`config.mk`:
```
export PLATFORM = sky130hd
export DESIGN_NAME = dual_timer_counter_unit
export DESIGN_NICKNAME = d
export VERILOG_FILES = /design/src/logic/dual_timer_counter_unit.v
export VERILOG_INCLUDE_DIRS = /design/src /design/src/logic
export SDC_FILE = /design/constraint.sdc
export NUM_CORES = 1
export LEC_CHECK = 0
export ABC_AREA = 1
export BUFFER_PORTS_ARGS = -buffer_cell sky130_fd_sc_hd__buf_2
export CORE_MARGIN = 2
export CORE_UTILIZATION = 50
export CTS_CLUSTER_DIAMETER = 120
export DETAILED_ROUTE_END_ITERATION = 6
export GPL_ROUTABILITY_DRIVEN = 0
export GPL_TIMING_DRIVEN = 0
export PLACE_DENSITY = 0.67
export SYNTH_ARGS = -nofsm -noshare
export SYNTH_HDL_FRONTEND = slang
export SYNTH_SLANG_ARGS = --single-unit
```
`constraint.sdc`:
```
create_clock -name core_clk -period 3.4 [get_ports core_clk]
set_input_delay 0.85 -clock core_clk [delete_from_list [all_inputs] [get_ports core_clk]]
set_output_delay 0.85 -clock core_clk [all_outputs]
set_load 0.05 [all_outputs]
```
`src/logic/dual_tc_regs.vh`:
```
`ifndef DUAL_TC_REGS_VH
`define DUAL_TC_REGS_VH
// clock rate and timing
`define CLK_KHZ        10000
`define GATE_MS        839
`define GATE_CYCLES    (`GATE_MS * `CLK_KHZ)
`define MIN_PULSE_NS   200
`define MIN_PULSE_CYC  ((`MIN_PULSE_NS * `CLK_KHZ + 999999) / 1000000)
// register indices, byte address is index times four
`define REG_CTRLA      3'h0
`define REG_CTRLB      3'h1
`define REG_LOAD_LO    3'h2
`define REG_LOAD_HI    3'h3
`define REG_LATCH_LO   3'h4
`define REG_LATCH_HI   3'h5
`define REG_STATUS     3'h6
`define REG_GLOBAL     5'h10
// control a fields
`define CA_MODE_MSB    3
`define CA_EXT_BIT     4
`define CA_EDGE_LSB    5
// control b fields
`define CB_RATE_MSB    2
`define CB_INSEL_LSB   3
// global and status bits
`define GL_EDGELOG_BIT 0
`define ST_CAPT_BIT    0
`define ST_OUT_BIT     1
`define ST_BUSY_BIT    2
// reset values
`define CTRL_RST       8'h00
`define LOAD_RST       16'h0000
// edge selections
`define EDGE_RISE      2'h0
`define EDGE_FALL      2'h1
`define EDGE_BOTH      2'h2
// function codes
`define M_IDLE         4'h0
`define M_ONTIME       4'h1
`define M_PERIOD       4'h2
`define M_PCOUNT_IN    4'h3
`define M_TOTAL        4'h4
`define M_QUAD         4'h5
`define M_FREQ         4'h6
`define M_ONESHOT      4'h7
`define M_PCOUNT_OUT   4'h8
`define M_PWIDTH       4'h9
`define M_EDGEDIV      4'ha
`define M_TRIGCNT      4'hb
// quadrature limits
`define QUAD_MAX       16'h3fff
`define QUAD_MIN       16'hc001
`endif

```
`src/logic/dual_timer_counter_unit.v`:
```
// Contract
// - two independent sixteen-bit timer/counter units
// - unit zero input lines 4-7, output line 0
// - unit one input line 4, with line 5 as its quadrature partner, output line 1
// - load register, counter, readable latch per unit
// - load and latch moved one byte per access
// - clock from pin edges or prescaled clock
// - each unit keeps its own rate, except while logging, when both use unit zero's
// - rising, falling or both edges selectable
// - unit events raise an event request
// - transition logging uses both units, line 4
// - high time and period 0.2us to 1.678s
// - edge count to 65535, gated or total
// - quadrature count within plus/minus 16383
// - square wave 0.3 Hz to 2.5 MHz
// - single pulse 0.2us to 1.678s
// - pulse train duty from 0 to 100 percent
// - output is input edge rate over twice the divisor
// - output pulse ended by counted input edges
`timescale 1ns/10ps
`include "dual_tc_regs.vh"
`default_nettype none

module tc_channel #(
  parameter GATE_CYCLES = `GATE_CYCLES
) (
  input  wire        core_clk,  // system clock
  input  wire        sys_rst,   // sync reset
  input  wire [3:0]  mode,      // function code
  input  wire        src_ext,   // count pin edges
  input  wire [1:0]  edge_sel,  // edge sensitivity
  input  wire [2:0]  rate,      // prescale select
  input  wire        sig,       // selected input
  input  wire        sig_b,     // quadrature partner
  input  wire [15:0] load,      // committed load value
  input  wire        load_stb,  // load just committed
  output reg  [15:0] latch_r,   // captured value
  output reg         out_r,     // output level
  output reg         oe_r,      // output drive enable
  output reg         done_r,    // event pulse
  output reg         busy_r     // output sequence running
);
  reg  [7:0]  pre_r;
  reg         sig_d_r;
  reg         sigb_d_r;
  reg  [15:0] cnt_r;
  reg  [15:0] pulses_r;
  reg  [23:0] gate_r;
  reg  [7:0]  phase_r;
  wire [7:0]  pre_mask;
  wire        tick;
  wire        rise;
  wire        fall;
  wire        edge_hit;
  wire        step;
  wire        quad_move;
  wire        quad_up;
  wire        out_mode;

  // private prescaler, divide by two up to 256
  assign pre_mask = (8'h02 << rate) - 8'h01;
  assign tick     = (pre_r & pre_mask) == pre_mask;
  // pin edge detection
  assign rise     = sig & ~sig_d_r;
  assign fall     = ~sig & sig_d_r;
  assign edge_hit = (edge_sel == `EDGE_RISE) ? rise :
                    (edge_sel == `EDGE_FALL) ? fall :
                    (rise | fall);
  assign step     = src_ext ? edge_hit : tick;
  // gray code step and direction
  assign quad_move = (sig ^ sig_d_r) ^ (sig_b ^ sigb_d_r);
  assign quad_up   = sig_d_r ^ sig_b;
  assign out_mode  = mode >= `M_FREQ;

  // prescaler and input history
  always @(posedge core_clk) begin
    if (sys_rst) begin
      pre_r    <= 8'h00;
      sig_d_r  <= 1'b0;
      sigb_d_r <= 1'b0;
    end else begin
      pre_r    <= pre_r + 8'h01;
      sig_d_r  <= sig;
      sigb_d_r <= sig_b;
    end
  end

  // counting engine, one case per function
  always @(posedge core_clk) begin
    if (sys_rst) begin
      cnt_r    <= 16'h0000;
      pulses_r <= 16'h0000;
      gate_r   <= 24'h000000;
      phase_r  <= 8'h00;
      latch_r  <= 16'h0000;
      out_r    <= 1'b0;
      oe_r     <= 1'b0;
      done_r   <= 1'b0;
      busy_r   <= 1'b0;
    end else begin
      done_r <= 1'b0;
      oe_r   <= out_mode;
      case (mode)
        `M_ONTIME: begin
          if (fall) begin
            latch_r <= cnt_r;
            done_r  <= 1'b1;
            cnt_r   <= 16'h0000;
          end else if (sig && step && cnt_r != 16'hffff) begin
            cnt_r <= cnt_r + 16'h0001;
          end
        end
        `M_PERIOD: begin
          if (edge_hit) begin
            latch_r <= cnt_r;
            done_r  <= 1'b1;
            cnt_r   <= 16'h0000;
          end else if (tick && cnt_r != 16'hffff) begin
            cnt_r <= cnt_r + 16'h0001;
          end
        end
        `M_PCOUNT_IN: begin
          if (gate_r >= GATE_CYCLES - 1) begin
            latch_r <= cnt_r;
            done_r  <= 1'b1;
            gate_r  <= 24'h000000;
            cnt_r   <= {15'h0000, edge_hit}; // boundary edge kept
          end else begin
            gate_r <= gate_r + 24'h000001;
            if (edge_hit && cnt_r != 16'hffff)
              cnt_r <= cnt_r + 16'h0001;
          end
        end
        `M_TOTAL: begin
          if (load_stb) begin
            cnt_r <= 16'h0000;
          end else if (edge_hit && cnt_r != 16'hffff) begin
            cnt_r  <= cnt_r + 16'h0001;
            done_r <= 1'b1;
          end
          latch_r <= cnt_r;
        end
        `M_QUAD: begin
          if (load_stb) begin
            cnt_r <= 16'h0000;
          end else if (quad_move) begin
            done_r <= 1'b1;
            if (quad_up && cnt_r != `QUAD_MAX)
              cnt_r <= cnt_r + 16'h0001;
            else if (!quad_up && cnt_r != `QUAD_MIN)
              cnt_r <= cnt_r - 16'h0001;
          end
          latch_r <= cnt_r;
        end
        `M_FREQ: begin
          busy_r <= load != 16'h0000;
          if (load == 16'h0000) begin
            out_r <= 1'b0;
            cnt_r <= 16'h0000;
          end else if (step) begin
            if (cnt_r <= 16'h0001) begin
              cnt_r <= load;
              out_r <= ~out_r;
            end else begin
              cnt_r <= cnt_r - 16'h0001;
            end
          end
        end
        `M_ONESHOT: begin
          if (load_stb && load != 16'h0000) begin
            cnt_r  <= load;
            out_r  <= 1'b1;
            busy_r <= 1'b1;
          end else if (busy_r && step) begin
            if (cnt_r <= 16'h0001) begin
              out_r  <= 1'b0;
              busy_r <= 1'b0;
              done_r <= 1'b1;
            end else begin
              cnt_r <= cnt_r - 16'h0001;
            end
          end
        end
        `M_PCOUNT_OUT: begin
          if (load_stb) begin
            pulses_r <= load;
            busy_r   <= load != 16'h0000;
            out_r    <= 1'b0;
          end else if (busy_r && step) begin
            out_r <= ~out_r;
            if (out_r) begin
              pulses_r <= pulses_r - 16'h0001;
              if (pulses_r == 16'h0001) begin
                busy_r <= 1'b0;
                done_r <= 1'b1;
              end
            end
          end
        end
        `M_PWIDTH: begin
          busy_r <= 1'b1;
          if (step)
            phase_r <= phase_r + 8'h01;
          // duty is load/256, 256 and above holds high
          out_r <= (load[15:8] != 8'h00) ||
                   ({8'h00, phase_r} < load);
        end
        `M_EDGEDIV: begin
          busy_r <= load != 16'h0000;
          if (load == 16'h0000) begin
            out_r <= 1'b0;
          end else if (edge_hit) begin
            if (cnt_r <= 16'h0001) begin
              cnt_r <= load;
              out_r <= ~out_r;
            end else begin
              cnt_r <= cnt_r - 16'h0001;
            end
          end
        end
        `M_TRIGCNT: begin
          if (load_stb && load != 16'h0000) begin
            cnt_r  <= load;
            out_r  <= 1'b1;
            busy_r <= 1'b1;
          end else if (busy_r && edge_hit) begin
            if (cnt_r <= 16'h0001) begin
              out_r  <= 1'b0;
              busy_r <= 1'b0;
              done_r <= 1'b1;
            end else begin
              cnt_r <= cnt_r - 16'h0001;
            end
          end
        end
        default: begin
          out_r  <= 1'b0;
          busy_r <= 1'b0;
          cnt_r  <= 16'h0000;
        end
      endcase
    end
  end
endmodule

module dual_timer_counter_unit #(
  parameter GATE_CYCLES = `GATE_CYCLES
) (
  input  wire        core_clk,          // 10 MHz clock
  input  wire        sys_rst,           // sync reset, high
  input  wire [6:0]  avs_address,       // byte address
  input  wire        avs_read,          // read request
  input  wire        avs_write,         // write request
  input  wire [3:0]  avs_byteenable,    // byte lanes
  input  wire [31:0] avs_writedata,     // write data
  output reg  [31:0] avs_readdata,      // read data
  output reg         avs_waitrequest,   // stall
  input  wire        port_line_four,    // input line 4
  input  wire        port_line_five,    // input line 5
  input  wire        port_line_six,     // input line 6
  input  wire        port_line_seven,   // input line 7
  output reg         port_line_zero_o,  // unit zero output
  output reg         port_line_zero_oe, // drive enable line 0
  output reg         port_line_one_o,   // unit one output
  output reg         port_line_one_oe,  // drive enable line 1
  output reg  [1:0]  tc_event           // per unit event pulse
);
  reg  [7:0]  ctrla_r   [0:1];
  reg  [7:0]  ctrlb_r   [0:1];
  reg  [7:0]  load_lo_r [0:1];
  reg  [15:0] load_r    [0:1];
  reg  [7:0]  hold_r    [0:1];
  reg  [1:0]  load_stb_r;
  reg  [1:0]  capt_r;
  reg         edgelog_r;
  wire [15:0] latch_w   [0:1];
  wire [1:0]  out_w;
  wire [1:0]  oe_w;
  wire [1:0]  done_w;
  wire [1:0]  busy_w;
  wire [3:0]  lines_in;
  wire [4:0]  idx;
  wire        u;
  wire [2:0]  r;
  wire        wr_go;
  wire        rd_go;

  // register of a unit: index 0-6 within an eight-word block
  function unit_hit;
    input [4:0] a;
    begin
      unit_hit = (a[4] == 1'b0) && (a[2:0] <= `REG_STATUS);
    end
  endfunction

  assign lines_in = {port_line_seven, port_line_six,
                     port_line_five, port_line_four};
  assign idx   = avs_address[6:2];
  assign u     = idx[3];
  assign r     = idx[2:0];
  assign wr_go = avs_write & ~avs_waitrequest & avs_byteenable[0];
  assign rd_go = avs_read & ~avs_waitrequest;

  // both units from one loop, differing in input routing and in rate source while logging
  genvar i;
  generate
    for (i = 0; i < 2; i = i + 1) begin : g_unit
      wire [3:0] md_w;
      wire [1:0] sel_w;
      wire [1:0] eff_w;
      wire       a_w;
      // transition logging forces both units to time line 4 phases
      assign md_w  = edgelog_r ? `M_ONTIME :
                     ctrla_r[i][`CA_MODE_MSB:0];
      assign sel_w = (i == 0 && !edgelog_r) ?
                     ctrlb_r[i][`CB_INSEL_LSB+1:`CB_INSEL_LSB] :
                     2'h0;
      assign eff_w = (md_w == `M_QUAD) ? {sel_w[1], 1'b0} :
                     sel_w;
      // unit one times low phases while logging
      assign a_w   = (i == 1 && edgelog_r) ? ~lines_in[0] :
                     lines_in[eff_w];
      tc_channel #(
        .GATE_CYCLES (GATE_CYCLES)
      ) u_ch (
        .core_clk (core_clk),
        .sys_rst  (sys_rst),
        .mode     (md_w),
        .src_ext  (ctrla_r[i][`CA_EXT_BIT] & ~edgelog_r),
        .edge_sel (ctrla_r[i][`CA_EDGE_LSB+1:`CA_EDGE_LSB]),
        .rate     (ctrlb_r[edgelog_r ? 0 : i][`CB_RATE_MSB:0]),
        .sig      (a_w),
        .sig_b    (lines_in[{eff_w[1], 1'b1}]),
        .load     (load_r[i]),
        .load_stb (load_stb_r[i]),
        .latch_r  (latch_w[i]),
        .out_r    (out_w[i]),
        .oe_r     (oe_w[i]),
        .done_r   (done_w[i]),
        .busy_r   (busy_w[i])
      );
    end
  endgenerate

  // avalon handshake: one wait cycle, then the transfer completes
  always @(posedge core_clk) begin
    if (sys_rst) begin
      avs_waitrequest <= 1'b1;
      avs_readdata    <= 32'h00000000;
    end else begin
      if ((avs_read | avs_write) & avs_waitrequest) begin
        avs_waitrequest <= 1'b0;
        avs_readdata    <= 32'h00000000;
        if (avs_read && idx == `REG_GLOBAL) begin
          avs_readdata[0] <= edgelog_r;
        end else if (avs_read && unit_hit(idx)) begin
          if (r == `REG_CTRLA)
            avs_readdata[7:0] <= ctrla_r[u];
          else if (r == `REG_CTRLB)
            avs_readdata[7:0] <= ctrlb_r[u];
          else if (r == `REG_LOAD_LO)
            avs_readdata[7:0] <= load_r[u][7:0];
          else if (r == `REG_LOAD_HI)
            avs_readdata[7:0] <= load_r[u][15:8];
          else if (r == `REG_LATCH_LO)
            avs_readdata[7:0] <= latch_w[u][7:0];
          else if (r == `REG_LATCH_HI)
            avs_readdata[7:0] <= hold_r[u];
          else
            avs_readdata[2:0] <= {busy_w[u], out_w[u], capt_r[u] | done_w[u]};
        end
      end else begin
        avs_waitrequest <= 1'b1;
      end
    end
  end

  // register writes and status read clear at completion, latch high byte freeze in the wait cycle
  always @(posedge core_clk) begin
    if (sys_rst) begin
      ctrla_r[0]   <= `CTRL_RST;
      ctrla_r[1]   <= `CTRL_RST;
      ctrlb_r[0]   <= `CTRL_RST;
      ctrlb_r[1]   <= `CTRL_RST;
      load_lo_r[0] <= 8'h00;
      load_lo_r[1] <= 8'h00;
      load_r[0]    <= `LOAD_RST;
      load_r[1]    <= `LOAD_RST;
      hold_r[0]    <= 8'h00;
      hold_r[1]    <= 8'h00;
      load_stb_r   <= 2'b00;
      capt_r       <= 2'b00;
      edgelog_r    <= 1'b0;
    end else begin
      load_stb_r <= 2'b00;
      if (wr_go && idx == `REG_GLOBAL) begin
        edgelog_r <= avs_writedata[`GL_EDGELOG_BIT];
      end else if (wr_go && unit_hit(idx)) begin
        if (r == `REG_CTRLA)
          ctrla_r[u] <= avs_writedata[7:0];
        else if (r == `REG_CTRLB)
          ctrlb_r[u] <= avs_writedata[7:0];
        else if (r == `REG_LOAD_LO)
          load_lo_r[u] <= avs_writedata[7:0];
        else if (r == `REG_LOAD_HI) begin
          load_r[u]     <= {avs_writedata[7:0], load_lo_r[u]};
          load_stb_r[u] <= 1'b1;
        end
      end
      // high byte frozen in the cycle the low byte is sampled
      if (avs_read && avs_waitrequest && unit_hit(idx) && r == `REG_LATCH_LO)
        hold_r[u] <= latch_w[u][15:8];
      // capture flag: a new event beats a read clear
      if (rd_go && unit_hit(idx) && r == `REG_STATUS)
        capt_r[u] <= 1'b0;
      if (done_w[0])
        capt_r[0] <= 1'b1;
      if (done_w[1])
        capt_r[1] <= 1'b1;
    end
  end

  // registered pin and event outputs
  always @(posedge core_clk) begin
    if (sys_rst) begin
      port_line_zero_o  <= 1'b0;
      port_line_zero_oe <= 1'b0;
      port_line_one_o   <= 1'b0;
      port_line_one_oe  <= 1'b0;
      tc_event          <= 2'b00;
    end else begin
      port_line_zero_o  <= out_w[0];
      port_line_zero_oe <= oe_w[0] & ~edgelog_r;
      port_line_one_o   <= out_w[1];
      port_line_one_oe  <= oe_w[1] & ~edgelog_r;
      tc_event          <= done_w;
    end
  end
endmodule

`default_nettype wire

```
==> results.json <==
{
  "track_usage_pct": 31.5,
  "ir_worst_vdd_mv": 0.354,
  "die_h_um": 201,
  "grt_pass1_vias": 18500,
  "first_pass_iters": 7,
  "fin_crit_sh_pct": 101,
  "clock_sinks": 304,
  "rsz0062_at_grt": "yes",
  "synth_warnings": 0,
  "stdcell_count": 3538,
  "skew_ns": 0.0235,
  "max_slew_margin_pct": 23.6,
  "synth_area_leader_cell": "dfxtp_1",
  "violations": "design-rule violations, negative setup slack",
  "h-tree-depth": 2,
  "worstPathArrival_ns": 3.57,
  "synth_area_leaders": "dfxtp_1 (21%), edfxtp_1 (15%), nand2_1 (12%)",
  "worstMarginPinSlew_ns": 1.15,
  "status": "complete, but fails checks",
  "worst_setup_path_end_kind": "flip-flop",
  "drc_errors": 2,
  "routedWlPerCell_um": 18.4,
  "io-pin-count": 90,
  "grt_max_degree": 17,
  "multi_input_area_mm2": 0.0105,
  "hpwl_mm": 49.4,
  "power.leakage_nw": 9.48,
  "vias_per_cell": 5.75,
  "die_width_um": 201,
  "num_rows": 72,
  "finalHoldViolations": 0,
  "cts_max_path_buffers": 3,
  "setup_viol": 32,
  "syn_to_final_growth_pct": 11.3,
  "p_per_area_mw_per_mm2": 450,
  "portBuffers": 34,
  "final_max_slew_viol_count": 0,
  "dr_wl_met2_mm": 27.2,
  "drt-met1-wl_mm": 27.0,
  "worstPathMaxFanout": 16,
  "vias": 20300,
  "drive_gt1_share_pct": 8.18,
  "drt_iter0_markers": 2663,
  "crit_type": "primary input to flip-flop",
  "fmax_ghz": 0.290,
  "clkTransAtPathRegs_ns": 0.06,
  "synth_edf_count": 96,
  "dieArea_mm2": 0.0404,
  "ys.flop_type": "dfxtp_1",
  "top_layer_used": "met4",
  "synthDistinctLibCells": 61,
  "nNetsFinal": 3077,
  "start_util_pct": 50.5,
  "holdBufCountCts": 0,
  "coreArea_mm2": 0.0385,
  "final_core_util_pct": 56.2,
  "tns_ns": -1.31,
  "syn_inst": 2890,
  "place_inst": 3465,
  "synth_top_area_share_pct": 21.4,
  "met3_length_mm": 7.85,
  "overflow": 0,
  "seqCellArea_mm2": 0.00705,
  "worstPathRequired_ns": 3.52,
  "fillCellCount": 3736,
  "syn_area_mm2": 0.0194,
  "grt_pass1_wl_mm": 101,
  "avgSynthCellArea_um2": 6.72,
  "yosysSeqAreaShare_pct": 36.3,
  "cts_tree": "yes",
  "cts_made_buffers": 36,
  "antenna_found_initial": 1,
  "root_buffer": "clkbuf_16",
  "startpoint_type": "primary input",
  "drv_cap": 0,
  "drtAntennaViolNets": 0,
  "wirelength_mm": 65.2,
  "insertion_delay_ns": 0.56,
  "hp-class": "flip-flop to flip-flop",
  "whs_ns": 0.439,
  "synth_seq_cells": 304,
  "synthArstFlopShare_pct": 0,
  "fin_crit_ns": 3.45,
  "layout_setup_ws_ns": -0.0483
}
cells by family (layout without fill, tap and decap cells):
| family | after synthesis | in the layout | share of synthesized area (%) |
|---|---|---|---|
| compound gates | 504 | 504 | 14.3 |
| xor+xnor | 57 | 57 | 2.57 |
| fa+ha+maj | 35 | 35 | 2.25 |
| buf+inv | 489 | 595 | 10.4 |
| flops | 304 | 304 | 36.3 |
| mux | 11 | 11 | 0.567 |
| other cells | 1 | 25 | 0.0193 |
| simple gates | 1489 | 1489 | 33.5 |
cell type report:
cell class                      instances  share of cell area, %
Clock inverter                         20                  0.879
Buffer                                125                   3.11
Sequential cell                       304                   32.6
Multi-Input combinational cell       2120                   48.5
Tap cell                              518                   3.00
Inverter                              364                   6.33
Timing Repair Buffer                   40                   1.05
Clock buffer                           46                   4.48
Antenna cell                            1                 0.0116
per-layer routing:
layer,up-vias,GRT usage [%]
li1,9646,-
met1,9262,43.6
met2,1230,47.3
met3,210,6.67
met4,0,14.6
met5,-,0
layout by cell type, fill, tap and decap left out, types with 17 or more instances in the layout:
cell type / instances
clkbuf_1: 57
nand2_2: 19
xor2_1: 47
ha_1: 35
edfxtp_1: 96
a211oi_1: 17
clkbuf_16: 37
nor2_1: 432
o21ai_0: 198
inv_1: 349
buf_4: 35
dfxtp_1: 207
nand3_1: 190
buf_2: 61
nand4_1: 70
a21oi_1: 201
nor3_1: 59
o211ai_1: 24
nand2_1: 640
conb_1: 24
repair_timing:
| item | in CTS | in global routing |
|---|---|---|
| buffers inserted | 2 | 4 |
| pin swaps | 1 | 3 |
| setup endpoints to repair | 67 | 90 |
| gates resized for setup | 14 | 12 |
flip-flops by register name, summed over array words and instances (netlist names), 8 cells and up:
| register | count |
|---|---|
| avs_readdata | 8 |
| ctrla_r | 16 |
| ctrlb_r | 16 |
| g_unit.u_ch.cnt_r | 32 |
| g_unit.u_ch.gate_r | 48 |
| g_unit.u_ch.latch_r | 32 |
| g_unit.u_ch.phase_r | 16 |
| g_unit.u_ch.pre_r | 16 |
| g_unit.u_ch.pulses_r | 32 |
| hold_r | 16 |
| load_lo_r | 16 |
| load_r | 32 |
path summary, 6_finish.rpt:
kind | from | to | slack [ns] | cells past startpoint
setup / recovery | sys_rst | load_r[1][1] | -0.05 | 6
hold / removal | g_unit[0].u_ch.oe_r | port_line_zero_oe | 0.44 | 2
setup reg to reg | edgelog_r | g_unit[1].u_ch.cnt_r[12] | 0.12 | 15
hold reg to reg | g_unit[0].u_ch.oe_r | port_line_zero_oe | 0.44 | 2
cell usage after synthesis, drive strengths merged (11+ instances only):
| cell | instances |
|---|---|
| ha | 35 |
| clkbuf | 54 |
| mux2i | 11 |
| nor3 | 62 |
| nand3 | 203 |
| o211ai | 24 |
| edfxtp | 96 |
| inv | 359 |
| nand3b | 11 |
| nand4 | 71 |
| xor2 | 47 |
| o21ai | 212 |
| a211oi | 17 |
| buf | 71 |
| nor2 | 451 |
| nand2 | 665 |
| dfxtp | 208 |
| a21oi | 202 |
critical path: stages:
cell and delay [ns]:
clkbuf_1 0.18, inv_1 0.24, clkbuf_2 0.38, clkbuf_1 0.66, clkbuf_1 0.63, nand2_1 0.61
power breakdown:
group	switching [W]	leakage (nW)	internal (W)
registers	0.000106	2.68	0.00387
logic	0.00137	6.23	0.000511
clock network	0.00162	0.569	0.00226
total	0.00309	9.48	0.00664
per-stage QoR:
| stage | worst slack, ns | area [um2] | total power, W |
|---|---|---|---|
| 2_1_floorplan | 0.479 | 19500 | 0.00528 |
| 3_3_place_gp | -0.574 | 20300 | 0.00578 |
| 3_5_place_dp | -0.697 | 20300 | 0.00581 |
| 4_1_cts | 0.101 | 21500 | 0.00970 |
| 5_1_grt | -0.0196 | 21600 | 0.0101 |
| 6_report | -0.0483 | 21600 | 0.00973 |
Power figures use the tool's default switching activity.
